`config.mk`:
```
export PLATFORM = sky130hd
export DESIGN_NAME = bmss_sequencer
export DESIGN_NICKNAME = d
export VERILOG_FILES = /design/src/include/bmss_pkg.sv /design/src/hw/bmss_sequencer.sv /design/src/hw/bmss_strap_latch.sv
export SDC_FILE = /design/constraint.sdc
export NUM_CORES = 1
export LEC_CHECK = 0
export BUFFER_PORTS_ARGS = -buffer_cell sky130_fd_sc_hd__buf_2
export CORE_ASPECT_RATIO = 1.2
export CORE_MARGIN = 5
export CORE_UTILIZATION = 55
export DETAILED_ROUTE_END_ITERATION = 8
export HOLD_SLACK_MARGIN = 0.12
export PLACE_DENSITY_LB_ADDON = 0.05
export SYNTH_ARGS = -nofsm -noshare
export SYNTH_HDL_FRONTEND = slang
export SYNTH_SLANG_ARGS = --single-unit
```
`constraint.sdc`:
```
create_clock -name clock -period 2.3 [get_ports clock]
set_input_delay 0.115 -clock clock [delete_from_list [all_inputs] [get_ports clock]]
set_output_delay 0.115 -clock clock [all_outputs]
set_load 0.03 [all_outputs]
```
`src/include/bmss_pkg.sv`:
```
// Shared constants and types of the boot mode secure sequencer.
// Assumes a single 100 MHz clock and a plain register port with byte addresses.
package bmss_pkg;

  // Register port widths.
  localparam int ADDR_W = 8;
  localparam int DATA_W = 32;

  // Register byte addresses.
  localparam logic [7:0] REG_STATUS = 8'h00;
  localparam logic [7:0] REG_CONTROL = 8'h04;
  localparam logic [7:0] REG_BLOCKED = 8'h08;
  localparam logic [7:0] REG_INIT_FLAG = 8'h10;
  localparam logic [7:0] REG_CPU_ID = 8'h14;
  localparam logic [7:0] REG_DMA_ID = 8'h18;
  localparam logic [7:0] REG_SCRATCH = 8'h1C;
  // The secure region spans these addresses inclusive.
  localparam logic [7:0] SECURE_FIRST = 8'h10;
  localparam logic [7:0] SECURE_LAST = 8'h1C;

  // Control register bits.
  localparam int CTRL_SELF_RESET_BIT = 0;
  localparam int CTRL_BOOT_DONE_BIT = 1;
  // Status register fields.
  localparam int STAT_STRAP_LSB = 0;
  localparam int STAT_STATE_LSB = 4;
  localparam int STAT_FLAG_BIT = 8;
  localparam int STAT_SECURE_BIT = 9;
  localparam int STAT_STRAP_VALID_BIT = 10;
  localparam int STAT_MODE_LSB = 12;

  // Strap encodings, bit 2 down to bit 0.
  localparam int STRAP_W = 3;
  localparam logic [2:0] STRAP_SERIAL_LOAD = 3'h4;
  localparam logic [2:0] STRAP_TWO_WIRE = 3'h1;
  localparam logic [2:0] STRAP_FOUR_WIRE = 3'h0;
  localparam logic [2:0] STRAP_RESET = 3'h0;

  // Bus master identifiers used during the init pass and defaults for the application pass.
  localparam int ID_W = 8;
  localparam logic [7:0] INIT_CPU_ID = 8'h01;
  localparam logic [7:0] INIT_DMA_ID = 8'h02;
  localparam logic [7:0] APP_CPU_ID_RESET = 8'h11;
  localparam logic [7:0] APP_DMA_ID_RESET = 8'h12;

  // Processor self-reset pulse length.
  localparam int CLK_PERIOD_NS = 10;
  localparam int SELF_RESET_NS = 100;
  localparam int SELF_RESET_CYCLES = (SELF_RESET_NS + CLK_PERIOD_NS - 1) / CLK_PERIOD_NS;
  localparam int COUNT_W = 8;

  typedef enum logic [1:0] {
    serial_load_mode,
    func_two_wire_debug_mode,
    func_four_wire_debug_mode
  } bmss_mode_t;

  typedef enum {
    ST_POR_HOLD,
    ST_ROM_ENTRY,
    ST_INIT_BOOT,
    ST_SELF_RESET,
    ST_UNSECURE_BOOT,
    ST_APP_RUN,
    ST_SERIAL_LOAD
  } bmss_state_t;

  // Maps a latched strap value to a boot mode; unlisted codes fall back to four-wire.
  function automatic bmss_mode_t decode_mode(input logic [2:0] strap);
    bmss_mode_t m;
    m = func_four_wire_debug_mode;
    if (strap == STRAP_SERIAL_LOAD) begin
      m = serial_load_mode;
    end else if (strap == STRAP_TWO_WIRE) begin
      m = func_two_wire_debug_mode;
    end
    return m;
  endfunction

  // True for an address inside the secure region.
  function automatic logic is_secure(input logic [7:0] addr);
    return (addr >= SECURE_FIRST) && (addr <= SECURE_LAST);
  endfunction

endpackage

```
`src/hw/bmss_sequencer.sv`:
```
// Boot mode secure sequencer: strap latch, two-pass boot control and secure register gate.
// Assumes rstn is the power-on reset and software drives the plain register port.
`timescale 1ns/1ns
`default_nettype none

module bmss_sequencer #(
  parameter int SELF_RESET_CYCLES = bmss_pkg::SELF_RESET_CYCLES
) (
  input wire logic clock,
  input wire logic rstn,
  input wire logic [2:0] powerUpStrapBits,
  input wire logic [7:0] address,
  input wire logic [31:0] writeData,
  input wire logic writeStrobe,
  input wire logic readStrobe,
  output logic [31:0] readData,
  output logic cpuResetn,
  output logic initBootActive,
  output logic secureOpen,
  output logic appRunning,
  output logic serialLoadActive,
  output logic secureViolation,
  output logic [7:0] cpuMasterId,
  output logic [7:0] dmaMasterId,
  output logic jtagFourWireEn,
  output logic swdTwoWireEn,
  output logic uartLoadEn
);

  // The self-reset counter must hold the pulse length.
  if (SELF_RESET_CYCLES < 1 || SELF_RESET_CYCLES > 255) begin : g_bad_len
    $error("SELF_RESET_CYCLES must lie between 1 and 255");
  end

  // Last cycle of the self-reset pulse, counted from the cycle it starts.
  localparam int RstLast = SELF_RESET_CYCLES - 1;

  logic [2:0] strapLatched;
  logic strapValid;
  bmss_pkg::bmss_mode_t mode;

  bmss_pkg::bmss_state_t state, next_state;
  logic [7:0] count, next_count;
  logic initFlag, next_initFlag;
  logic [7:0] appCpuId, next_appCpuId;
  logic [7:0] appDmaId, next_appDmaId;
  logic [31:0] scratch, next_scratch;
  logic [15:0] blockedCount, next_blockedCount;
  logic next_secureViolation;
  logic next_cpuResetn;
  logic [7:0] next_cpuMasterId, next_dmaMasterId;
  logic ctrlWrite, secureAccess, secureBlocked;
  logic [31:0] statusWord, next_readData;

  // strap latch instance.
  // Holds the power-up strap value for the whole power cycle.
  bmss_strap_latch u_strap (
    .clock(clock),
    .rstn(rstn),
    .powerUpStrapBits(powerUpStrapBits),
    .strapLatched(strapLatched),
    .strapValid(strapValid)
  );

  assign mode = bmss_pkg::decode_mode(strapLatched);

  // Access decode of the register port.
  assign ctrlWrite = writeStrobe && (address == bmss_pkg::REG_CONTROL);
  assign secureAccess = (writeStrobe || readStrobe) && bmss_pkg::is_secure(address);
  assign secureBlocked = secureAccess && !secureOpen;

  // Next values of the boot sequence and the secure registers.
  always_comb begin
    next_state = state;
    next_count = count;
    next_initFlag = initFlag;
    next_appCpuId = appCpuId;
    next_appDmaId = appDmaId;
    next_scratch = scratch;
    next_blockedCount = blockedCount;
    next_secureViolation = 1'b0;
    case (state)
      bmss_pkg::ST_POR_HOLD: begin
        if (strapValid) begin
          next_state = bmss_pkg::ST_ROM_ENTRY;
        end
      end
      bmss_pkg::ST_ROM_ENTRY: begin
        if (initFlag) begin
          next_state = bmss_pkg::ST_INIT_BOOT;
        end else if (mode == bmss_pkg::serial_load_mode) begin
          next_state = bmss_pkg::ST_SERIAL_LOAD;
        end else begin
          next_state = bmss_pkg::ST_UNSECURE_BOOT;
        end
      end
      bmss_pkg::ST_INIT_BOOT: begin
        if (ctrlWrite && writeData[bmss_pkg::CTRL_SELF_RESET_BIT]) begin
          next_initFlag = 1'b0;
          next_state = bmss_pkg::ST_SELF_RESET;
          next_count = 8'(SELF_RESET_CYCLES - 1);
        end
      end
      bmss_pkg::ST_SELF_RESET: begin
        if (count == 8'h00) begin
          next_state = bmss_pkg::ST_ROM_ENTRY;
        end else begin
          next_count = count - 8'h01;
        end
      end
      bmss_pkg::ST_UNSECURE_BOOT: begin
        if (ctrlWrite && writeData[bmss_pkg::CTRL_BOOT_DONE_BIT]) begin
          next_state = bmss_pkg::ST_APP_RUN;
        end
      end
      bmss_pkg::ST_APP_RUN: begin
        next_state = bmss_pkg::ST_APP_RUN;
      end
      bmss_pkg::ST_SERIAL_LOAD: begin
        next_state = bmss_pkg::ST_SERIAL_LOAD;
      end
      default: begin
        next_state = bmss_pkg::ST_POR_HOLD;
      end
    endcase
    if (writeStrobe && bmss_pkg::is_secure(address) && secureOpen) begin
      case (address)
        bmss_pkg::REG_INIT_FLAG: begin
          if (!writeData[0]) begin
            next_initFlag = 1'b0;
          end
        end
        bmss_pkg::REG_CPU_ID: begin
          next_appCpuId = writeData[7:0];
        end
        bmss_pkg::REG_DMA_ID: begin
          next_appDmaId = writeData[7:0];
        end
        bmss_pkg::REG_SCRATCH: begin
          next_scratch = writeData;
        end
        default: begin
          next_scratch = scratch;
        end
      endcase
    end
    if (secureBlocked) begin
      next_secureViolation = 1'b1;
      if (blockedCount != 16'hFFFF) begin
        next_blockedCount = blockedCount + 16'h0001;
      end
    end
  end

  // Next values of the outputs that follow the sequence.
  always_comb begin
    next_cpuResetn = (next_state != bmss_pkg::ST_POR_HOLD) && (next_state != bmss_pkg::ST_SELF_RESET);
    next_cpuMasterId = next_initFlag ? bmss_pkg::INIT_CPU_ID : next_appCpuId;
    next_dmaMasterId = next_initFlag ? bmss_pkg::INIT_DMA_ID : next_appDmaId;
  end

  // Registers of the boot sequence; the flag comes up set out of power-on reset.
  always_ff @(posedge clock or negedge rstn) begin
    if (!rstn) begin
      state <= bmss_pkg::ST_POR_HOLD;
      count <= 8'h00;
      initFlag <= 1'b1;
      appCpuId <= bmss_pkg::APP_CPU_ID_RESET;
      appDmaId <= bmss_pkg::APP_DMA_ID_RESET;
      scratch <= 32'h0000_0000;
      blockedCount <= 16'h0000;
      secureViolation <= 1'b0;
      cpuResetn <= 1'b0;
      initBootActive <= 1'b0;
      secureOpen <= 1'b0;
      appRunning <= 1'b0;
      serialLoadActive <= 1'b0;
      cpuMasterId <= bmss_pkg::INIT_CPU_ID;
      dmaMasterId <= bmss_pkg::INIT_DMA_ID;
    end else begin
      state <= next_state;
      count <= next_count;
      initFlag <= next_initFlag;
      appCpuId <= next_appCpuId;
      appDmaId <= next_appDmaId;
      scratch <= next_scratch;
      blockedCount <= next_blockedCount;
      secureViolation <= next_secureViolation;
      cpuResetn <= next_cpuResetn;
      initBootActive <= (next_state == bmss_pkg::ST_INIT_BOOT);
      secureOpen <= (next_state == bmss_pkg::ST_INIT_BOOT);
      appRunning <= (next_state == bmss_pkg::ST_APP_RUN);
      serialLoadActive <= (next_state == bmss_pkg::ST_SERIAL_LOAD);
      cpuMasterId <= next_cpuMasterId;
      dmaMasterId <= next_dmaMasterId;
    end
  end

  // Pin mapping registers, steady once the strap is latched.
  always_ff @(posedge clock or negedge rstn) begin
    if (!rstn) begin
      jtagFourWireEn <= 1'b0;
      swdTwoWireEn <= 1'b0;
      uartLoadEn <= 1'b0;
    end else begin
      jtagFourWireEn <= strapValid && (mode != bmss_pkg::func_two_wire_debug_mode);
      swdTwoWireEn <= strapValid && (mode == bmss_pkg::func_two_wire_debug_mode);
      uartLoadEn <= strapValid && (mode == bmss_pkg::serial_load_mode);
    end
  end

  // Status word assembly.
  always_comb begin
    statusWord = 32'h0000_0000;
    statusWord[bmss_pkg::STAT_STRAP_LSB +: 3] = strapLatched;
    statusWord[bmss_pkg::STAT_STATE_LSB +: 4] = 4'(state);
    statusWord[bmss_pkg::STAT_FLAG_BIT] = initFlag;
    statusWord[bmss_pkg::STAT_SECURE_BIT] = secureOpen;
    statusWord[bmss_pkg::STAT_STRAP_VALID_BIT] = strapValid;
    statusWord[bmss_pkg::STAT_MODE_LSB +: 2] = mode;
  end

  // Read data for the cycle after a read strobe; blocked or unmapped reads give zero.
  always_comb begin
    next_readData = 32'h0000_0000;
    if (readStrobe && !secureBlocked) begin
      case (address)
        bmss_pkg::REG_STATUS: next_readData = statusWord;
        bmss_pkg::REG_BLOCKED: next_readData = {16'h0000, blockedCount};
        bmss_pkg::REG_INIT_FLAG: next_readData = {31'h0000_0000, initFlag};
        bmss_pkg::REG_CPU_ID: next_readData = {24'h00_0000, appCpuId};
        bmss_pkg::REG_DMA_ID: next_readData = {24'h00_0000, appDmaId};
        bmss_pkg::REG_SCRATCH: next_readData = scratch;
        default: next_readData = 32'h0000_0000;
      endcase
    end
  end

  // Read data register.
  always_ff @(posedge clock or negedge rstn) begin
    if (!rstn) begin
      readData <= 32'h0000_0000;
    end else begin
      readData <= next_readData;
    end
  end

  // Checks of the sequence against its causes.
  property p_flag_por;
    @(posedge clock) disable iff (!rstn)
    (state == bmss_pkg::ST_POR_HOLD) |-> (initFlag && !cpuResetn);
  endproperty
  a_flag_por: assert property (p_flag_por) else $error("flag not set or processor running before strap latch");

  property p_secure_block;
    @(posedge clock) disable iff (!rstn)
    (writeStrobe && bmss_pkg::is_secure(address) && !secureOpen)
      |=> ($stable(appCpuId) && $stable(appDmaId) && $stable(scratch) && secureViolation);
  endproperty
  a_secure_block: assert property (p_secure_block) else $error("secure write outside init was not blocked");

  property p_init_end;
    @(posedge clock) disable iff (!rstn)
    (state == bmss_pkg::ST_INIT_BOOT && ctrlWrite && writeData[bmss_pkg::CTRL_SELF_RESET_BIT])
      |=> (!initFlag && cpuMasterId == appCpuId && dmaMasterId == appDmaId && !cpuResetn);
  endproperty
  a_init_end: assert property (p_init_end) else $error("init end did not clear flag or switch identifiers");

  property p_self_reset;
    @(posedge clock) disable iff (!rstn)
    $rose(state == bmss_pkg::ST_SELF_RESET)
      |-> (!cpuResetn throughout (##[RstLast:RstLast] 1'b1)) ##1 (state == bmss_pkg::ST_ROM_ENTRY && cpuResetn);
  endproperty
  a_self_reset: assert property (p_self_reset) else $error("self reset pulse length wrong");

  property p_second_boot;
    @(posedge clock) disable iff (!rstn)
    (state == bmss_pkg::ST_ROM_ENTRY && !initFlag)
      |=> (!secureOpen && cpuMasterId == appCpuId)
      ##0 (state == bmss_pkg::ST_UNSECURE_BOOT || state == bmss_pkg::ST_SERIAL_LOAD);
  endproperty
  a_second_boot: assert property (p_second_boot) else $error("second boot did not take the application path");

  property p_app_locked;
    @(posedge clock) disable iff (!rstn)
    (state == bmss_pkg::ST_APP_RUN) |=> (state == bmss_pkg::ST_APP_RUN && !secureOpen && appRunning);
  endproperty
  a_app_locked: assert property (p_app_locked) else $error("application pass left or secure region opened");

  property p_serial_wait;
    @(posedge clock) disable iff (!rstn)
    (state == bmss_pkg::ST_SERIAL_LOAD) |=> (state == bmss_pkg::ST_SERIAL_LOAD && uartLoadEn && jtagFourWireEn);
  endproperty
  a_serial_wait: assert property (p_serial_wait) else $error("serial load left or mapping wrong");

  property p_two_wire;
    @(posedge clock) disable iff (!rstn)
    (strapValid && strapLatched == bmss_pkg::STRAP_TWO_WIRE) |=> (swdTwoWireEn && !jtagFourWireEn && !uartLoadEn);
  endproperty
  a_two_wire: assert property (p_two_wire) else $error("two-wire strap did not map SWD");

  property p_strap_frozen;
    @(posedge clock) disable iff (!rstn)
    strapValid |=> (strapValid && $stable(strapLatched));
  endproperty
  a_strap_frozen: assert property (p_strap_frozen) else $error("strap register changed after latch");

endmodule

`default_nettype wire

```
`src/hw/bmss_strap_latch.sv`:
```
// Power-up strap latch of the boot mode secure sequencer.
// Assumes rstn is the power-on reset and the strap pins are steady at its release.
`timescale 1ns/1ns
`default_nettype none

module bmss_strap_latch (
  input wire logic clock,
  input wire logic rstn,
  input wire logic [2:0] powerUpStrapBits,
  output logic [2:0] strapLatched,
  output logic strapValid
);

  logic [2:0] next_strapLatched;
  logic next_strapValid;

  // capture once after release.
  // Samples the pins in the first cycle after power-on reset, then freezes.
  always_comb begin
    next_strapLatched = strapLatched;
    next_strapValid = strapValid;
    if (!strapValid) begin
      next_strapLatched = powerUpStrapBits;
      next_strapValid = 1'b1;
    end
  end

  // never resampled.
  // Only power-on reset clears the latch; processor self-reset does not reach it.
  always_ff @(posedge clock or negedge rstn) begin
    if (!rstn) begin
      strapLatched <= bmss_pkg::STRAP_RESET;
      strapValid <= 1'b0;
    end else begin
      strapLatched <= next_strapLatched;
      strapValid <= next_strapValid;
    end
  end

endmodule

`default_nettype wire

```
==> Yosys cells after proc, flatten, opt, wreduce, memory -nomap -nowiden <==
Cells that the tools add are included.
{ "word_totals": {"ff_bits": 165, "inputBits": 47, "word_cells": 98} }
{ "op_classes": {"n_addsub": 2, "n_lt_le_gt_ge": 2, "eq_ne": 23, "mux": 26, "reduce_logical": 25} }
{ "ops": {"columns": ["cell", "count"], "rows": [
  ["one-hot mux 32 bit (7 select lines)", 1],
  ["one-hot mux 32 bit (6 select lines)", 1],
  ["two-way mux 32 bit", 5],
  ["== test 32 x 3 -> 1 bit (second input constant)", 4],
  ["== test 32 x 2 -> 1 bit (second input constant)", 2],
  ["== test 32 x 4 -> 1 bit (second input constant)", 2],
  ["two-way mux 8 bit", 8],
  ["== test 32 x 1 -> 1 bit (second input constant)", 1],
  ["== test 8 x 5 -> 1 bit (second input constant)", 4],
  ["zero test 32 bit", 1],
  ["!= test 32 x 3 -> 1 bit (second input constant)", 1],
  ["nonzero test 32 bit", 1],
  ["adder 16 x 1 -> 16 bit (second input constant)", 1],
  ["zero test 8 bit", 2],
  ["!= test 16 bit (second input constant)", 1],
  ["one-hot mux 8 bit (2 select lines)", 1],
  ["logical AND 1 bit", 13],
  ["== test 8 x 3 -> 1 bit (second input constant)", 1],
  ["== test 8 x 4 -> 1 bit (second input constant)", 1],
  ["greater-or-equal comparator 8 x 5 -> 1 bit (second input constant)", 1],
  ["<= comparator 8 x 5 -> 1 bit (second input constant)", 1],
  ["subtractor 8 x 1 -> 8 bit (second input constant)", 1],
  ["two-way mux 1 bit", 6],
  ["two-way mux 2 bit", 3],
  ["12 further kinds", 15]
]} }

==> Logic depth before layout (Yosys ltp) <==
{ "depth": {"word_depth": 9, "mapped_depth": 8, "depth_no_buf": 7} }

==> Cells and area by module <==
Synthesis repeated with hierarchy kept, for this count alone.
{ "hier_totals": {"cells_unflattened": 487, "area_unflattened_um2": 6507.5} }
{ "by_module_without_submodules": {"columns": ["module", "instances", "cells_per_inst", "area_per_inst_um2", "seq_area_each_um2"], "rows": [
  ["bmss_sequencer", 1, 479, 6369.9, 4037.6],
  ["bmss_strap_latch", 1, 8, 137.6, 100.1]
]} }

==> Worst setup path before layout <==
Ideal clock, no wire load.
{ "synth_timing": {"kind": "flip-flop to flip-flop", "from": "register state[3]", "to": "register cpuMasterId[0]", "setup_time_ps": 82, "t_arrival_ps": 1853, "required_time_ps": 2218, "setup_slack_ps": 365, "path_stages_with_launch": 8, "path_buffers": 1, "synth_period_minus_slack_ps": 1935, "cell_sequence": "dfrtp_1 buf_6 or4b_1 nor4_2 nand4_2 nand3_2 inv_2 or2_1"} }
{ "synth_via": {"elab_chain_len": 6} }
{ "synth_lines": {"columns": ["element", "line", "text"], "rows": [
  ["start: declaration", "bmss_sequencer.sv:42", "bmss_pkg::bmss_state_t state, next_state;"],
  ["start signal: assignment", "bmss_sequencer.sv:165", "state <= bmss_pkg::ST_POR_HOLD;"],
  ["start signal: assignment", "bmss_sequencer.sv:181", "state <= next_state;"],
  ["== test 32 x 2 -> 1 bit (*)", "bmss_sequencer.sv:82", "case (state)"],
  ["two-way mux 1 bit (*)", "bmss_sequencer.sv:82", null],
  ["two-way mux 1 bit", "bmss_sequencer.sv:129", "if (!writeData[0]) begin"],
  ["two-way mux 1 bit", "bmss_sequencer.sv:127", "case (address)"],
  ["two-way mux 1 bit (*)", "bmss_sequencer.sv:126", "if (writeStrobe && bmss_pkg::is_secure(address) && secureOpen) begin"],
  ["via next_initFlag", "bmss_sequencer.sv:44", "logic initFlag, next_initFlag;"],
  ["two-way mux 8 bit (*)", "bmss_sequencer.sv:158", "next_cpuMasterId = next_initFlag ? bmss_pkg::INIT_CPU_ID : next_appCpuId;"],
  ["via next_cpuMasterId[0]", "bmss_sequencer.sv:51", "logic [7:0] next_cpuMasterId, next_dmaMasterId;"],
  ["end signal: assignment", "bmss_sequencer.sv:178", "cpuMasterId <= bmss_pkg::INIT_CPU_ID;"],
  ["end signal: assignment", "bmss_sequencer.sv:194", "cpuMasterId <= next_cpuMasterId;"],
  ["end: declaration", "bmss_sequencer.sv:23", "output logic [7:0] cpuMasterId,"]
]} }
Mark *: on every way through the listed nets, which the timed path passes. The rest lies on a longest branch.
A chain may end at the register's enable or synchronous reset.

==> Worst setup path after layout <==
{ "layout_timing": {"from": "input port address[7]", "to": "register count[7]"} }
{ "layout_via": {"elab_chain_len": 5} }
{ "layout_lines": {"columns": ["element", "line", "text"], "rows": [
  ["start: declaration", "bmss_sequencer.sv:12", "input wire logic [7:0] address,"],
  ["== test 8 x 3 -> 1 bit", "bmss_sequencer.sv:68", "assign ctrlWrite = writeStrobe && (address == bmss_pkg::REG_CONTROL);"],
  ["logical AND 1 bit", "bmss_sequencer.sv:68", null],
  ["logical AND 1 bit", "bmss_sequencer.sv:98", "if (ctrlWrite && writeData[bmss_pkg::CTRL_SELF_RESET_BIT]) begin"],
  ["!= test 2 bit (no line)", null, null],
  ["AND reduction 3 bit (no line)", null, null],
  ["end signal: assignment", "bmss_sequencer.sv:182", "count <= next_count;"],
  ["end: declaration", "bmss_sequencer.sv:43", "logic [7:0] count, next_count;"]
]} }
Every way passes these cells.

==> metrics.txt <==
status completed; Maximum Capacitance Violations 0; top achievable clock speed 451 MHz; crit path max fanout 6; n_diodes 0; clock skew 0.00549 ns; worst skew pair latency 0.42 ns; post-synth design cell area 6590 um2; Synth cell types 63; Hold Path Class primary input to async pin; root buffer cell clkbuf_16; largest family of logic cells by synthesized area simple AND/OR/NAND/NOR gates; Worst Max-Slew Pin Slew 0.601 ns; Die H 130 um; wire per inst 16.9 um; row cnt 43; # fillers 811; CTS sink cnt 165; Starting Density 56.4%; ys flop type dfrtp_1; hold_ws 0.247 ns; gr ovfl total 0; RSZ-0062 raised after global routing no; Synth Register Bits 165; Seq/Total Area, Yosys 62.8%; number of port buffers 103; share of layout cells above drive strength 1 27.2%; Simple-Gate Fraction of Synth Area 15.9%; Setup CP Type primary input to flop; Compound-Gate Fraction of Synth Area 6.74%; Worst Setup End Kind flop; Num CTS Buffers 17; Die X 110 um; Final Critical Period 2.22 ns; power density cells 734 nW/um2; initial antenna violation count 0; drt total wl 14.5 mm; FF-to-FF setup slack 0.21 ns; first-pass GRT wire length 23.6 mm; Post-CTS Setup Inserts 0; First-pass DRT Iterations 4; cell count after placement 781; HPWL after DPL 9.84 mm; core footprint 11700 um2; largest net degree at the start of global routing 64; crit path DAT 2.56 ns; slew margin rel. 59.6%; FFs w/ async S/R, synth 100%; Final Net Count 734; Mean Syn Cell Area 13.1 um2; number of flops mapped to enable cells by yosys 0; FF-to-FF Start state[3]; Pleak 4.18 nW; Startpoint Class primary input; Post-Synth Adder-Cell Area 0.380%; power after layout 6.22 mW; final RePlAce weighted congestion 0.820; Vias 4515; reg2reg end dmaMasterId[2]; Ys Warns 0; VDD IR max 0.000543 V; Clock transition at path regs 0.06 ns; vias in the first global route 4765; CTS H-Tree Depth 4; gr usage total 22.0%; Non-Filler Instances 855; Ports 104; die footprint 14300 um2; TNS Setup 0 ns; Post-Synth XOR/XNOR Area 2.13%; final hold vios 0; CTS max path bufs 2; number of vias per cell 5.28; DRT antenna net count 0; Synth Instances 501; CP required 2.64 ns; drt initial violations 343; CTS tree built; post-synthesis mux area share 9.36%; Worst setup startpoint address[7]; Final Max Slew Viols 0; Worst Setup EP count[7]; fin crit share 96.3%; # setup viols final 0; # DRC 0; FF-to-FF path depth 6; Syn-to-layout area delta 28.7%
[state kept, by name, indices dropped and copies added (netlist names), 3 cells and up]
name and cells:
readData 32, scratch 32, state 32, blockedCount 16
appCpuId 8, appDmaId 8, count 8, cpuMasterId 8
dmaMasterId 8, u_strap.strapLatched 3
[layout make-up]
cell class	instances	area [um2]	area share, %
Timing Repair Buffer	163	1110	13.1
Sequential cell	165	4140	48.8
Clock buffer	23	468	5.52
Clock inverter	9	150	1.77
Tap cell	157	196	2.32
Multi-Input combinational cell	330	2380	28.1
Inverter	8	30.0	0.354
[repair_timing]
action                                  4_1_cts  5_1_grt
endpoints found under the setup margin        0        0
gates resized for setup                       0        0
hold endpoints to repair                    126        0
hold buffers                                 42        0
[critical path, stage by stage]
cell           delay (ns)
dlygate4sd3_1        0.56
buf_2                0.15
or3_1                0.51
o31ai_4              0.45
nand3_1              0.18
or4_1                0.44
a21boi_1             0.16
[Yosys cell counts (3+ instances only)]
cell type | n | area share, %
or3_1 | 3 | 0.28
nand2b_1 | 3 | 0.28
dfstp_2 | 7 | 2.8
nor2_1 | 17 | 0.97
buf_2 | 8 | 0.61
mux2_1 | 35 | 6.0
nor4b_1 | 3 | 0.40
xor2_1 | 5 | 0.66
and3_1 | 10 | 0.95
dfrtp_1 | 158 | 60
clkbuf_1 | 10 | 0.57
nor3b_1 | 5 | 0.57
nand4_1 | 11 | 1.0
nor4_1 | 8 | 0.76
xnor2_1 | 11 | 1.5
o21ai_0 | 5 | 0.38
a21boi_1 | 3 | 0.34
or4_4 | 3 | 0.51
nor3_1 | 4 | 0.30
nand2_1 | 24 | 1.4
o31ai_1 | 6 | 0.68
buf_4 | 5 | 0.57
inv_1 | 7 | 0.40
a22oi_1 | 21 | 2.4
and2_1 | 30 | 2.8
mux2_2 | 16 | 2.7
nor2b_1 | 8 | 0.76
a31oi_1 | 7 | 0.66
nand3_1 | 9 | 0.68
a21oi_1 | 8 | 0.61
nand3_2 | 3 | 0.46
or4_1 | 7 | 0.80
[through the flow]
stage	instance area, um2	util, %	worst slack, ns
finish	8480	72.6	0.0842
global route	8480	72.6	0.0466
CTS	8480	72.6	0.131
detailed placement	7440	63.7	0.233
global placement	7440	63.7	0.287
floorplan	6690	-	0.365
[worst min path at each step]
stage	from	endpoint	slack (ns)	cells after the start
finish	rstn	readData[21]	0.25	2
global route	address[2]	appRunning	0.28	5
CTS	address[2]	appRunning	0.23	5
detailed placement	rstn	readData[21]	0.14	1
global placement	rstn	readData[21]	0.13	1
floorplan	rstn	appCpuId[1]	-0.18	0
[logic make-up (layout without fill, tap and decap cells)]
group / Yosys count / count (layout)
adder cells (fa/ha/maj): 2 / 2
buffers and inverters: 34 / 203
multiplexers: 54 / 54
AO/OA/AOI/OAI: 61 / 61
flip-flops: 165 / 165
XOR/XNOR: 16 / 16
other: 2 / 30
AND/OR/NAND/NOR: 167 / 167
[report_power, final]
part | switching (mW) | internal, mW | leakage (nW) | total (mW)
Sequential | 0.0626 | 2.97 | 2.18 | 3.03
Clock | 1.05 | 1.87 | 0.297 | 2.92
Combinational | 0.145 | 0.131 | 1.71 | 0.276
Total | 1.26 | 4.97 | 4.18 | 6.22
[per-layer routing]
layer,track usage (%),part of all wire (%)
met1,27.2,41
met2,36.7,51
met3,5.29,5.9
met4,9.83,2.0
met5,0,0
[placed cells by master, fill, tap and decap left out, types with 9 or more instances in the layout]
cell           synthesis  layout
conb_1                 2      30
dfrtp_1              158     158
a22oi_1               21      21
buf_4                  5      15
nand2_1               24      24
buf_2                  8     102
nand3_1                9       9
mux2_1                35      35
and2_1                30      30
dlygate4sd3_1          0      42
xnor2_1               11      11
nand4_1               11      11
mux2_2                16      16
clkbuf_16              0      17
and3_1                10      10
nor2_1                17      17
Power figures use the tool's default switching activity.
